$ cat src/hwis_defs.vh
// Constants for the hardware interrupt sequencer
`ifndef HWIS_DEFS_VH
`define HWIS_DEFS_VH
`define HWIS_NUM_SRC        8
`define HWIS_IDX_W          3
`define HWIS_ST_W           4
`define HWIS_ST_RUN         4'h0
`define HWIS_ST_DUMMY       4'h1
`define HWIS_ST_PUSH_PCL    4'h2
`define HWIS_ST_PUSH_PCH    4'h3
`define HWIS_ST_PUSH_XL     4'h4
`define HWIS_ST_PUSH_ACC    4'h5
`define HWIS_ST_PUSH_CCR    4'h6
`define HWIS_ST_VECT_H      4'h7
`define HWIS_ST_VECT_L      4'h8
`define HWIS_ST_PULL_CCR    4'h9
`define HWIS_ST_PULL_ACC    4'hA
`define HWIS_ST_PULL_XL     4'hB
`define HWIS_ST_PULL_PCH    4'hC
`define HWIS_ST_PULL_PCL    4'hD
`define HWIS_ST_PREFETCH    4'hE
`define HWIS_STEP_PUSH      3'h1
`define HWIS_STEP_IBIT      3'h2
`define HWIS_STEP_VECT_H    3'h3
`define HWIS_STEP_VECT_L    3'h4
`define HWIS_STEP_PULL      3'h5
`define HWIS_STEP_FETCH     3'h6
`define HWIS_STEP_NONE      3'h0
`endif

$ cat src/hwis_prio.v
// Fixed-priority picker: lowest index wins
`timescale 1ns/100ps
`default_nettype none
module hwis_prio #(
    parameter N = 8,
    parameter W = 3
) (
    input  wire [N-1:0] req,
    output reg          any,
    output reg  [W-1:0] idx
);
    integer i;
    always @* begin
        any = 1'b0;
        idx = {W{1'b0}};
        for (i = N - 1; i >= 0; i = i - 1) begin
            if (req[i]) begin
                any = 1'b1;
                idx = i[W-1:0];
            end
        end
    end
endmodule // hwis_prio
`default_nettype wire

$ cat src/hwis_seq.v
// Hardware interrupt sequencer between sources and the core
`timescale 1ns/100ps
`default_nettype none
`include "hwis_defs.vh"
// Functional notes
// [RULE1] Running instruction always completes normally
// [RULE2] Interrupt sequence starts only at boundaries
// [RULE3] Sample all pending requests at completion
// [RULE4] Enter only if mask clear, enabled
// [RULE5] No qualifier: next fetch, no cycles
// [RULE6] Highest priority first, others stay pending
// [RULE7] Pending after return serviced before next
// [RULE8] Return always prefetches restored opcode
// [RULE9] Index high byte never stacked
// [RULE10] Software saves index high byte itself
// [RULE11] Set mask after stacking, before vector
// [RULE12] Return pulls stack in reverse order
module hwis_seq #(
    parameter N = `HWIS_NUM_SRC,
    parameter W = `HWIS_IDX_W
) (
    input  wire         core_clk,
    input  wire         rst,
    input  wire         instr_done,
    input  wire         instr_is_rti,
    input  wire [N-1:0] irq_pending,
    input  wire [N-1:0] irq_enable,
    input  wire         mask_bit,
    output reg          core_hold,
    output reg          fetch_next,
    output reg          set_mask,
    output reg          irq_ack,
    output reg  [W-1:0] irq_ack_idx,
    output reg  [W-1:0] vector_idx,
    output reg  [2:0]   bus_step,
    output reg  [3:0]   seq_state,
    output reg          stack_index_high
);
    // Sequencer states, binary coded
    localparam [`HWIS_ST_W-1:0] ST_RUN      = `HWIS_ST_RUN;
    localparam [`HWIS_ST_W-1:0] ST_DUMMY    = `HWIS_ST_DUMMY;
    localparam [`HWIS_ST_W-1:0] ST_PUSH_PCL = `HWIS_ST_PUSH_PCL;
    localparam [`HWIS_ST_W-1:0] ST_PUSH_PCH = `HWIS_ST_PUSH_PCH;
    localparam [`HWIS_ST_W-1:0] ST_PUSH_XL  = `HWIS_ST_PUSH_XL;
    localparam [`HWIS_ST_W-1:0] ST_PUSH_ACC = `HWIS_ST_PUSH_ACC;
    localparam [`HWIS_ST_W-1:0] ST_PUSH_CCR = `HWIS_ST_PUSH_CCR;
    localparam [`HWIS_ST_W-1:0] ST_VECT_H   = `HWIS_ST_VECT_H;
    localparam [`HWIS_ST_W-1:0] ST_VECT_L   = `HWIS_ST_VECT_L;
    localparam [`HWIS_ST_W-1:0] ST_PULL_CCR = `HWIS_ST_PULL_CCR;
    localparam [`HWIS_ST_W-1:0] ST_PULL_ACC = `HWIS_ST_PULL_ACC;
    localparam [`HWIS_ST_W-1:0] ST_PULL_XL  = `HWIS_ST_PULL_XL;
    localparam [`HWIS_ST_W-1:0] ST_PULL_PCH = `HWIS_ST_PULL_PCH;
    localparam [`HWIS_ST_W-1:0] ST_PULL_PCL = `HWIS_ST_PULL_PCL;
    localparam [`HWIS_ST_W-1:0] ST_PREFETCH = `HWIS_ST_PREFETCH;

    // Bus step codes shown to the core
    localparam [2:0] STEP_NONE   = `HWIS_STEP_NONE;
    localparam [2:0] STEP_PUSH   = `HWIS_STEP_PUSH;
    localparam [2:0] STEP_VECT_H = `HWIS_STEP_VECT_H;
    localparam [2:0] STEP_VECT_L = `HWIS_STEP_VECT_L;
    localparam [2:0] STEP_PULL   = `HWIS_STEP_PULL;
    localparam [2:0] STEP_FETCH  = `HWIS_STEP_FETCH;

    reg  [`HWIS_ST_W-1:0] state_reg;
    reg  [`HWIS_ST_W-1:0] state_next;
    reg  [W-1:0]          idx_reg;
    reg                   mask_seen_reg;
    reg  [2:0]            step_next;
    wire [N-1:0]          qual;
    wire                  any_q;
    wire [W-1:0]          win_idx;
    wire                  mask_eff;
    wire                  boundary;
    wire                  take;
    wire                  retake;
    wire                  grant;

    // Mask follows the core, or our own set during entry
    assign mask_eff = mask_bit | mask_seen_reg;
    assign qual     = irq_pending & irq_enable & {N{~mask_eff}}; // [RULE4]

    hwis_prio #(.N(N), .W(W)) u_prio (
        .req (qual),
        .any (any_q),
        .idx (win_idx)
    );

    // Sample only while running and at completion
    assign boundary = (state_reg == ST_RUN) & instr_done; // [RULE2] [RULE3]
    // Return boundary never takes; its prefetch decides instead
    assign take     = boundary & ~instr_is_rti & any_q;   // [RULE1]
    assign retake   = (state_reg == ST_PREFETCH) & any_q; // [RULE7]
    assign grant    = take | retake;

    always @* begin
        state_next = state_reg;
        case (state_reg)
            ST_RUN: begin
                if (boundary & instr_is_rti) begin
                    state_next = ST_PULL_CCR; // [RULE12]
                end else if (take) begin
                    state_next = ST_DUMMY;
                end
            end
            // Index high skipped: stack frame is five bytes
            ST_DUMMY:    state_next = ST_PUSH_PCL;
            ST_PUSH_PCL: state_next = ST_PUSH_PCH;
            ST_PUSH_PCH: state_next = ST_PUSH_XL; // [RULE9]
            ST_PUSH_XL:  state_next = ST_PUSH_ACC;
            ST_PUSH_ACC: state_next = ST_PUSH_CCR;
            ST_PUSH_CCR: state_next = ST_VECT_H;
            ST_VECT_H:   state_next = ST_VECT_L;
            ST_VECT_L:   state_next = ST_RUN;
            ST_PULL_CCR: state_next = ST_PULL_ACC; // [RULE12]
            ST_PULL_ACC: state_next = ST_PULL_XL;
            ST_PULL_XL:  state_next = ST_PULL_PCH;
            ST_PULL_PCH: state_next = ST_PULL_PCL;
            ST_PULL_PCL: state_next = ST_PREFETCH;
            ST_PREFETCH: begin
                // Prefetch done even if discarded below
                if (any_q) begin
                    state_next = ST_DUMMY; // [RULE7] [RULE8]
                end else begin
                    state_next = ST_RUN;
                end
            end
            default: begin
                state_next = ST_RUN;
            end
        endcase
    end

    // Step code follows the state being entered
    always @* begin
        case (state_next)
            ST_PUSH_PCL, ST_PUSH_PCH, ST_PUSH_XL,
            ST_PUSH_ACC, ST_PUSH_CCR: begin
                step_next = STEP_PUSH;
            end
            ST_VECT_H: begin
                step_next = STEP_VECT_H;
            end
            ST_VECT_L: begin
                step_next = STEP_VECT_L;
            end
            ST_PULL_CCR, ST_PULL_ACC, ST_PULL_XL,
            ST_PULL_PCH, ST_PULL_PCL: begin
                step_next = STEP_PULL;
            end
            ST_PREFETCH: begin
                step_next = STEP_FETCH; // [RULE8]
            end
            default: begin
                step_next = STEP_NONE;
            end
        endcase
    end

    always @(posedge core_clk) begin
        if (rst) begin
            state_reg <= ST_RUN;
            seq_state <= ST_RUN;
            core_hold <= 1'b0;
            bus_step  <= STEP_NONE;
        end else begin
            state_reg <= state_next;
            seq_state <= state_next;
            core_hold <= (state_next != ST_RUN);
            bus_step  <= step_next;
        end
    end

    // Latch winner once; later requests wait their turn
    always @(posedge core_clk) begin
        if (rst) begin
            idx_reg     <= {W{1'b0}};
            irq_ack     <= 1'b0;
            irq_ack_idx <= {W{1'b0}};
            vector_idx  <= {W{1'b0}};
        end else begin
            irq_ack <= grant;
            if (grant) begin
                idx_reg     <= win_idx; // [RULE6]
                irq_ack_idx <= win_idx;
            end
            // Vector follows the winner from its first cycle
            vector_idx <= grant ? win_idx : idx_reg;
        end
    end

    // Bridge the core's mask update latency
    always @(posedge core_clk) begin
        if (rst) begin
            mask_seen_reg <= 1'b0;
            set_mask      <= 1'b0;
        end else begin
            set_mask <= (state_reg == ST_PUSH_CCR); // [RULE11]
            if (state_reg == ST_PUSH_CCR) begin
                mask_seen_reg <= 1'b1;
            end else if (state_reg == ST_PULL_CCR) begin
                mask_seen_reg <= 1'b0;
            end
        end
    end

    // One fetch strobe per way back to normal flow
    always @(posedge core_clk) begin
        if (rst) begin
            fetch_next       <= 1'b0;
            stack_index_high <= 1'b0;
        end else begin
            stack_index_high <= 1'b0; // [RULE9]
            if (boundary & ~instr_is_rti & ~take) begin
                fetch_next <= 1'b1; // [RULE5]
            end else if (state_reg == ST_VECT_L) begin
                fetch_next <= 1'b1;
            end else if ((state_reg == ST_PREFETCH) & ~any_q) begin
                fetch_next <= 1'b1; // [RULE8]
            end else begin
                fetch_next <= 1'b0;
            end
        end
    end
endmodule // hwis_seq
`default_nettype wire

$ cat config.mk
export PLATFORM = sky130hd
export DESIGN_NAME = hwis_seq
export DESIGN_NICKNAME = d
export VERILOG_FILES = /design/src/hwis_prio.v /design/src/hwis_seq.v
export VERILOG_INCLUDE_DIRS = /design/src
export SDC_FILE = /design/constraint.sdc
export NUM_CORES = 1
export LEC_CHECK = 0
export BUFFER_PORTS_ARGS = -buffer_cell sky130_fd_sc_hd__buf_2
export CAP_MARGIN = 40
export CORE_MARGIN = 1.5
export CORE_UTILIZATION = 45
export CTS_CLUSTER_SIZE = 40
export DETAILED_ROUTE_END_ITERATION = 10
export HOLD_SLACK_MARGIN = 0.05
export PLACE_DENSITY = 0.83
export SLEW_MARGIN = 40
export SYNTH_ARGS = -nofsm -noshare
export SYNTH_HDL_FRONTEND = slang
export SYNTH_SLANG_ARGS = --single-unit
$ cat constraint.sdc
create_clock -name core_clk -period 2 [get_ports core_clk]
set_input_delay 0.2 -clock core_clk [delete_from_list [all_inputs] [get_ports core_clk]]
set_output_delay 0.2 -clock core_clk [all_outputs]
set_load 0.01 [all_outputs]
==> metrics.cfg, run 1 <==
[final_layout]
finalNetCount = 161
final_core_util_pct = 60.6
antennaDiodeCount = 0
n_fill_cell = 178
design_area_mm2 = 0.00105
largest_register_ffs = 4
final_layout_size_suffix_gt1_share_pct = 36.0
area_growth_pct = 26.3

[synthesis]
synth_top_family_by_area = compound AO/OA/AOI/OAI gates
synth_area_leaders = dfxtp_1, nor2_1, nand2_1
synth_compound_area_share_pct = 29.9
syn_nets = 125
async_flop_share_pct = 0
ys_warn_count = 0
synth_enable_flop_cells = 0
yosysUniqueCellTypes = 31
seq_area_frac_synth_pct = 36.3
synth_top_area_cell = dfxtp_1
netlist_instances = 104
muxShareOfSynthArea_pct = 0
synth_simple_gate_area_share_pct = 26.6
synth-xor-area-share_pct = 0
yosys.area.top_type_share_pct = 36.3
ys_ff_latch = 15
syn-mean-instance-area_um2 = 7.96
synth_flop_cell = dfxtp_1
synth_area_um2 = 828
yosys.area_share.adder_pct = 0
synthTopCellsByCount = dfxtp_1, nor2_1, nand2_1, a21oi_1, clkbuf_1

[cts]
cts-buffers-inserted = 3
htreeDepth = 1
clk_pin_slew_ns = 0.09
clock_latency_ns = 0.29
cts_tree = done
clock_sinks = 15
cts_resized = 0
post_cts_buffers = 0
clock-root-buffer = clkbuf_4
clk_path_buf_depth = 2
hold_buffers = 0

[placement]
place_congestion = 0.800
io_buffers = 37
post_dp_cell_area_mm2 = 0.00102
dp.final_hpwl_um = 1440

[global_route]
overflow = 0
antenna_found_initial = 0
grt_util_met1_pct = 26.9
grt_pass1_vias = 759
grt_first_pass_wirelength_um = 3170
grt_usage_pct = 21.1
grt_use_met2_pct = 33.1
busiest_layer = met2
grtUsageMet3_pct = 3.57
grt_max_degree = 18

[power_and_ir_drop]
pwr_density_cell_mw_per_mm2 = 1010
power.leakage_nw = 0.488
ir_drop_v = 0.000571

[critical_path]
path_cells = or4b_4 > o21a_4 > a211oi_4 > o32ai_2 > a221oi_2
r2r_setup_slack_ns = 0.18
r2r_cells = 5
critPathCaptureType = flip-flop
critPathKind = flip-flop to flip-flop
worstSetupPathDepth = 5
startpoint_type = flip-flop
crit_slowest_cell = or4b_4
cp-endpoint = bus_step[0]$_SDFF_PP0_
path_buf_inv = 0
r2r-end = bus_step[0]$_SDFF_PP0_
crit_start = state_reg[3]$_SDFF_PP0_
worstPathArrival_ns = 2.03
crit_family = compound AO/OA/AOI/OAI gates
cp.required_ns = 2.21
crit_fanout = 4
r2r_start = state_reg[3]$_SDFF_PP0_
max_stage_delay_ns = 0.54

[die]
start_util_pct = 48.0
die_w_um = 45.9
rows = 15
coreArea_mm2 = 0.00173
die_area_mm2 = 0.00211
ios = 39
die_h_um = 45.9

[timing]
worst_slew_pin_slew_ns = 0.602
hold_violations = 0
clock_skew_ns = 0.00231
finalSetupViolations = 0
grt_setup_unrepaired = no
min_period_ns = 1.82
min_period_over_period_pct = 91.1
slew_headroom_pct = 59.8
slew_violations = 0
timing.fmax_mhz = 549
whs_ns = 0.219
tns_ns = 0

[route]
ant_nets = 0
drcViolationCount = 0
vias = 864
drtPass1Iterations = 4
vias_per_cell = 5.27
drt_iter0_drc = 12
drt-total-wl_um = 1850
avgRoutedWirePerCell_um = 11.3

[min_path]
hp-class = primary input to flip-flop

[status]
status = completed

[run]
cap_violations = 0

-- through the flow --
step | setup WS [ns] | power [W] | std cells
floorplan | 0.256 | 0.000747 | 104
global placement | 0.255 | 0.000878 | 160
detailed placement | 0.212 | 0.000890 | 160
CTS | 0.189 | 0.00106 | 164
global route | 0.113 | 0.00114 | 164
finish | 0.178 | 0.00106 | 164
-- logic make-up after synthesis --
logic type,count (synthesis)
flip-flops,15
AND/OR/NAND/NOR,46
buffers and inverters,11
other,1
AO/OA/AOI/OAI,31
-- layout make-up --
type	count	area, µm²	share of cell area (%)
clock buffers	3	22.5	2.15
flip-flops and latches	15	300	28.7
well taps	25	31.3	2.99
clock inverters	1	5.00	0.478
inverters	2	7.51	0.718
repair buffers	40	208	19.9
multi-input cells	78	472	45.1
-- worst register-to-register path: cells and delay by family, from the launching register on --
kind / cells / cell delay, ns
and+or+nand+nor: 1 / 0.54
AOI/OAI and AO/OA: 4 / 0.88
DFF: 1 / 0.33
-- metal layers --
layer  share of wire [%]  vias up  wire length, µm
li1                    -      437                -
met1                  43      391              788
met2                  49       32              907
met3                 6.1        4              113
met4                 2.3        0               42
met5                   0        -                0
-- power breakdown --
| group | internal, W | leakage [nW] | switching (W) |
|---|---|---|---|
| logic | 0.000207 | 0.348 | 0.000274 |
| clock network | 0.0000744 | 0.0177 | 0.000100 |
| registers | 0.000356 | 0.122 | 0.0000482 |
| total | 0.000637 | 0.488 | 0.000422 |
-- worst min path at each step --
| stage | from | end | cells past startpoint |
|---|---|---|---|
| after floorplan | rst | irq_ack$_SDFF_PP0_ | 1 |
| after global placement | idx_reg[0]$_SDFFE_PP0P_ | idx_reg[0]$_SDFFE_PP0P_ | 2 |
| after detailed placement | idx_reg[0]$_SDFFE_PP0P_ | idx_reg[0]$_SDFFE_PP0P_ | 2 |
| after CTS | irq_enable[0] | idx_reg[0]$_SDFFE_PP0P_ | 4 |
| after global routing | irq_enable[0] | idx_reg[0]$_SDFFE_PP0P_ | 4 |
| final | irq_enable[0] | idx_reg[0]$_SDFFE_PP0P_ | 4 |
-- cells in the final DEF (no fill, tap or decap), types with 2 or more instances in the layout --
| master | netlist | final |
|---|---|---|
| buf_2 | 0 | 37 |
| a22o_1 | 4 | 4 |
| nand2_1 | 13 | 13 |
| a211oi_1 | 2 | 2 |
| nor3_1 | 3 | 3 |
| nand3_1 | 3 | 3 |
| a21oi_1 | 9 | 9 |
| inv_1 | 2 | 2 |
| o211ai_1 | 2 | 2 |
| nor2b_1 | 3 | 3 |
| nor2_1 | 15 | 15 |
| a32oi_1 | 3 | 3 |
| clkbuf_4 | 0 | 3 |
| o21ai_1 | 2 | 2 |
| nand2b_1 | 4 | 4 |
| dfxtp_1 | 15 | 15 |
| buf_4 | 4 | 3 |
(Power assumes the default switching activity.)
==> run 2, diff against run 1 <==
- REMOVE_ABC_BUFFERS: not set -> 1
==> metrics.cfg, run 2 (same netlist as run 1, synthesis figures left out) <==
[cts]
cts-buffers-inserted = 3
clk_pin_slew_ns = 0.09
clock-root-buffer = clkbuf_4
cts_resized = 0
htreeDepth = 1
cts_tree = done
hold_buffers = 0
clock_latency_ns = 0.29
post_cts_buffers = 0
clk_path_buf_depth = 2
clock_sinks = 15

[timing]
timing.fmax_mhz = 549
slew_violations = 0
min_period_over_period_pct = 91.1
slew_headroom_pct = 58.3
min_period_ns = 1.82
tns_ns = 0
setup_slack_ns = 0.178
worst_slew_pin_slew_ns = 0.624
grt_setup_unrepaired = no
finalSetupViolations = 0
hold_violations = 0
clock_skew_ns = 0.00203

[critical_path]
r2r_cells = 5
crit_fanout = 4
startpoint_type = flip-flop
critPathCaptureType = flip-flop
crit_start = state_reg[3]$_SDFF_PP0_
cp.required_ns = 2.21
critPathKind = flip-flop to flip-flop
worstPathArrival_ns = 2.03
r2r_start = state_reg[3]$_SDFF_PP0_

[power_and_ir_drop]
switching_share_pct = 39.9
pwr_density_cell_mw_per_mm2 = 1020
combPwrFrac_pct = 45.6
pwr-share-seq_pct = 38.0
p_int_w = 0.000641
pwr-share-clk_pct = 16.4
netSwitchingPower_w = 0.000425
power.leakage_nw = 0.485
ir_drop_v = 0.000443
finalPower_w = 0.00107

[final_layout]
area_growth_pct = 26.1
final_common_cell = buf_2
antennaDiodeCount = 0
largest_register_ffs = 4
design_area_mm2 = 0.00104
final_layout_size_suffix_gt1_share_pct = 35.3
layout_common_cells = buf_2, nor2_1, dfxtp_1, nand2_1, a21oi_1
finalNetCount = 161
stdcell_count = 164

[placement]
place_congestion = 0.800
post_dp_cell_area_mm2 = 0.00102
io_buffers = 37
dp_slack_ns = 0.212
placed_cells_incl_taps = 160
dp.final_hpwl_um = 1550

[route]
ant_nets = 0
vias_per_cell = 5.41
avgRoutedWirePerCell_um = 12.1
drt_iter0_drc = 15
drt-total-wl_um = 1990
drtPass1Iterations = 4
vias = 887
drcViolationCount = 0

[die]
ios = 39
coreArea_mm2 = 0.00173
die_w_um = 45.9
start_util_pct = 48.0
die_area_mm2 = 0.00211
die_h_um = 45.9
rows = 15

[global_route]
grt_pass1_vias = 816
grt_usage_pct = 22.0
grt_first_pass_wirelength_um = 3350
antenna_found_initial = 0
grt_max_degree = 18
overflow = 0

[min_path]
worstHoldStart = irq_enable[0]
hp-class = primary input to flip-flop
min_path_cells = 4

[status]
status = completed

[run]
cap_violations = 0

run 2: layer usage:
| metal | up-vias | share of wire (%) | track usage, % |
|---|---|---|---|
| li1 | 438 | - | - |
| met1 | 403 | 40 | 24.6 |
| met2 | 41 | 51 | 38.9 |
| met3 | 5 | 6.9 | 3.57 |
| met4 | 0 | 2.3 | 12.0 |
| met5 | - | 0 | 0 |
run 2: area by class of cell:
class / count / area, µm²
Multi-Input combinational cell: 78 / 472
Clock buffer: 4 / 26.3
Fill cell: 183 / 682
Timing Repair Buffer: 40 / 208
Sequential cell: 15 / 300
Tap cell: 25 / 31.3
Inverter: 2 / 7.51
run 2: stage by stage:
stage	utilization, %	hold slack [ns]
finish	60.5	0.223
global placement	59.0	0.474
detailed placement	59.0	0.480
floorplan	-	0.269
global route	60.5	0.254
CTS	60.5	0.218
run 2: power by group through the flow:
| stage | Combinational [W] | Clock [W] | Sequential [W] |
|---|---|---|---|
| 2_1_floorplan | 0.000257 | 0 | 0.000468 |
| 3_3_place_gp | 0.000469 | 0 | 0.000407 |
| 3_5_place_dp | 0.000482 | 0 | 0.000412 |
| 4_1_cts | 0.000483 | 0.000179 | 0.000405 |
| 5_1_grt | 0.000539 | 0.000183 | 0.000415 |
| 6_report | 0.000486 | 0.000174 | 0.000405 |
run 2: critical path: stages (launching register included):
cell and delay (ns):
dfxtp_1 0.32, or4b_4 0.55, o21a_4 0.23, a211oi_4 0.23, o32ai_2 0.16, a221oi_2 0.26
run 2: final timing paths:
check / slack (ns) / endpoint
setup / recovery: 0.18 / bus_step[0]$_SDFF_PP0_
hold reg to reg: 0.48 / idx_reg[2]$_SDFFE_PP0P_
hold / removal: 0.22 / idx_reg[0]$_SDFFE_PP0P_
setup reg to reg: 0.18 / bus_step[0]$_SDFF_PP0_
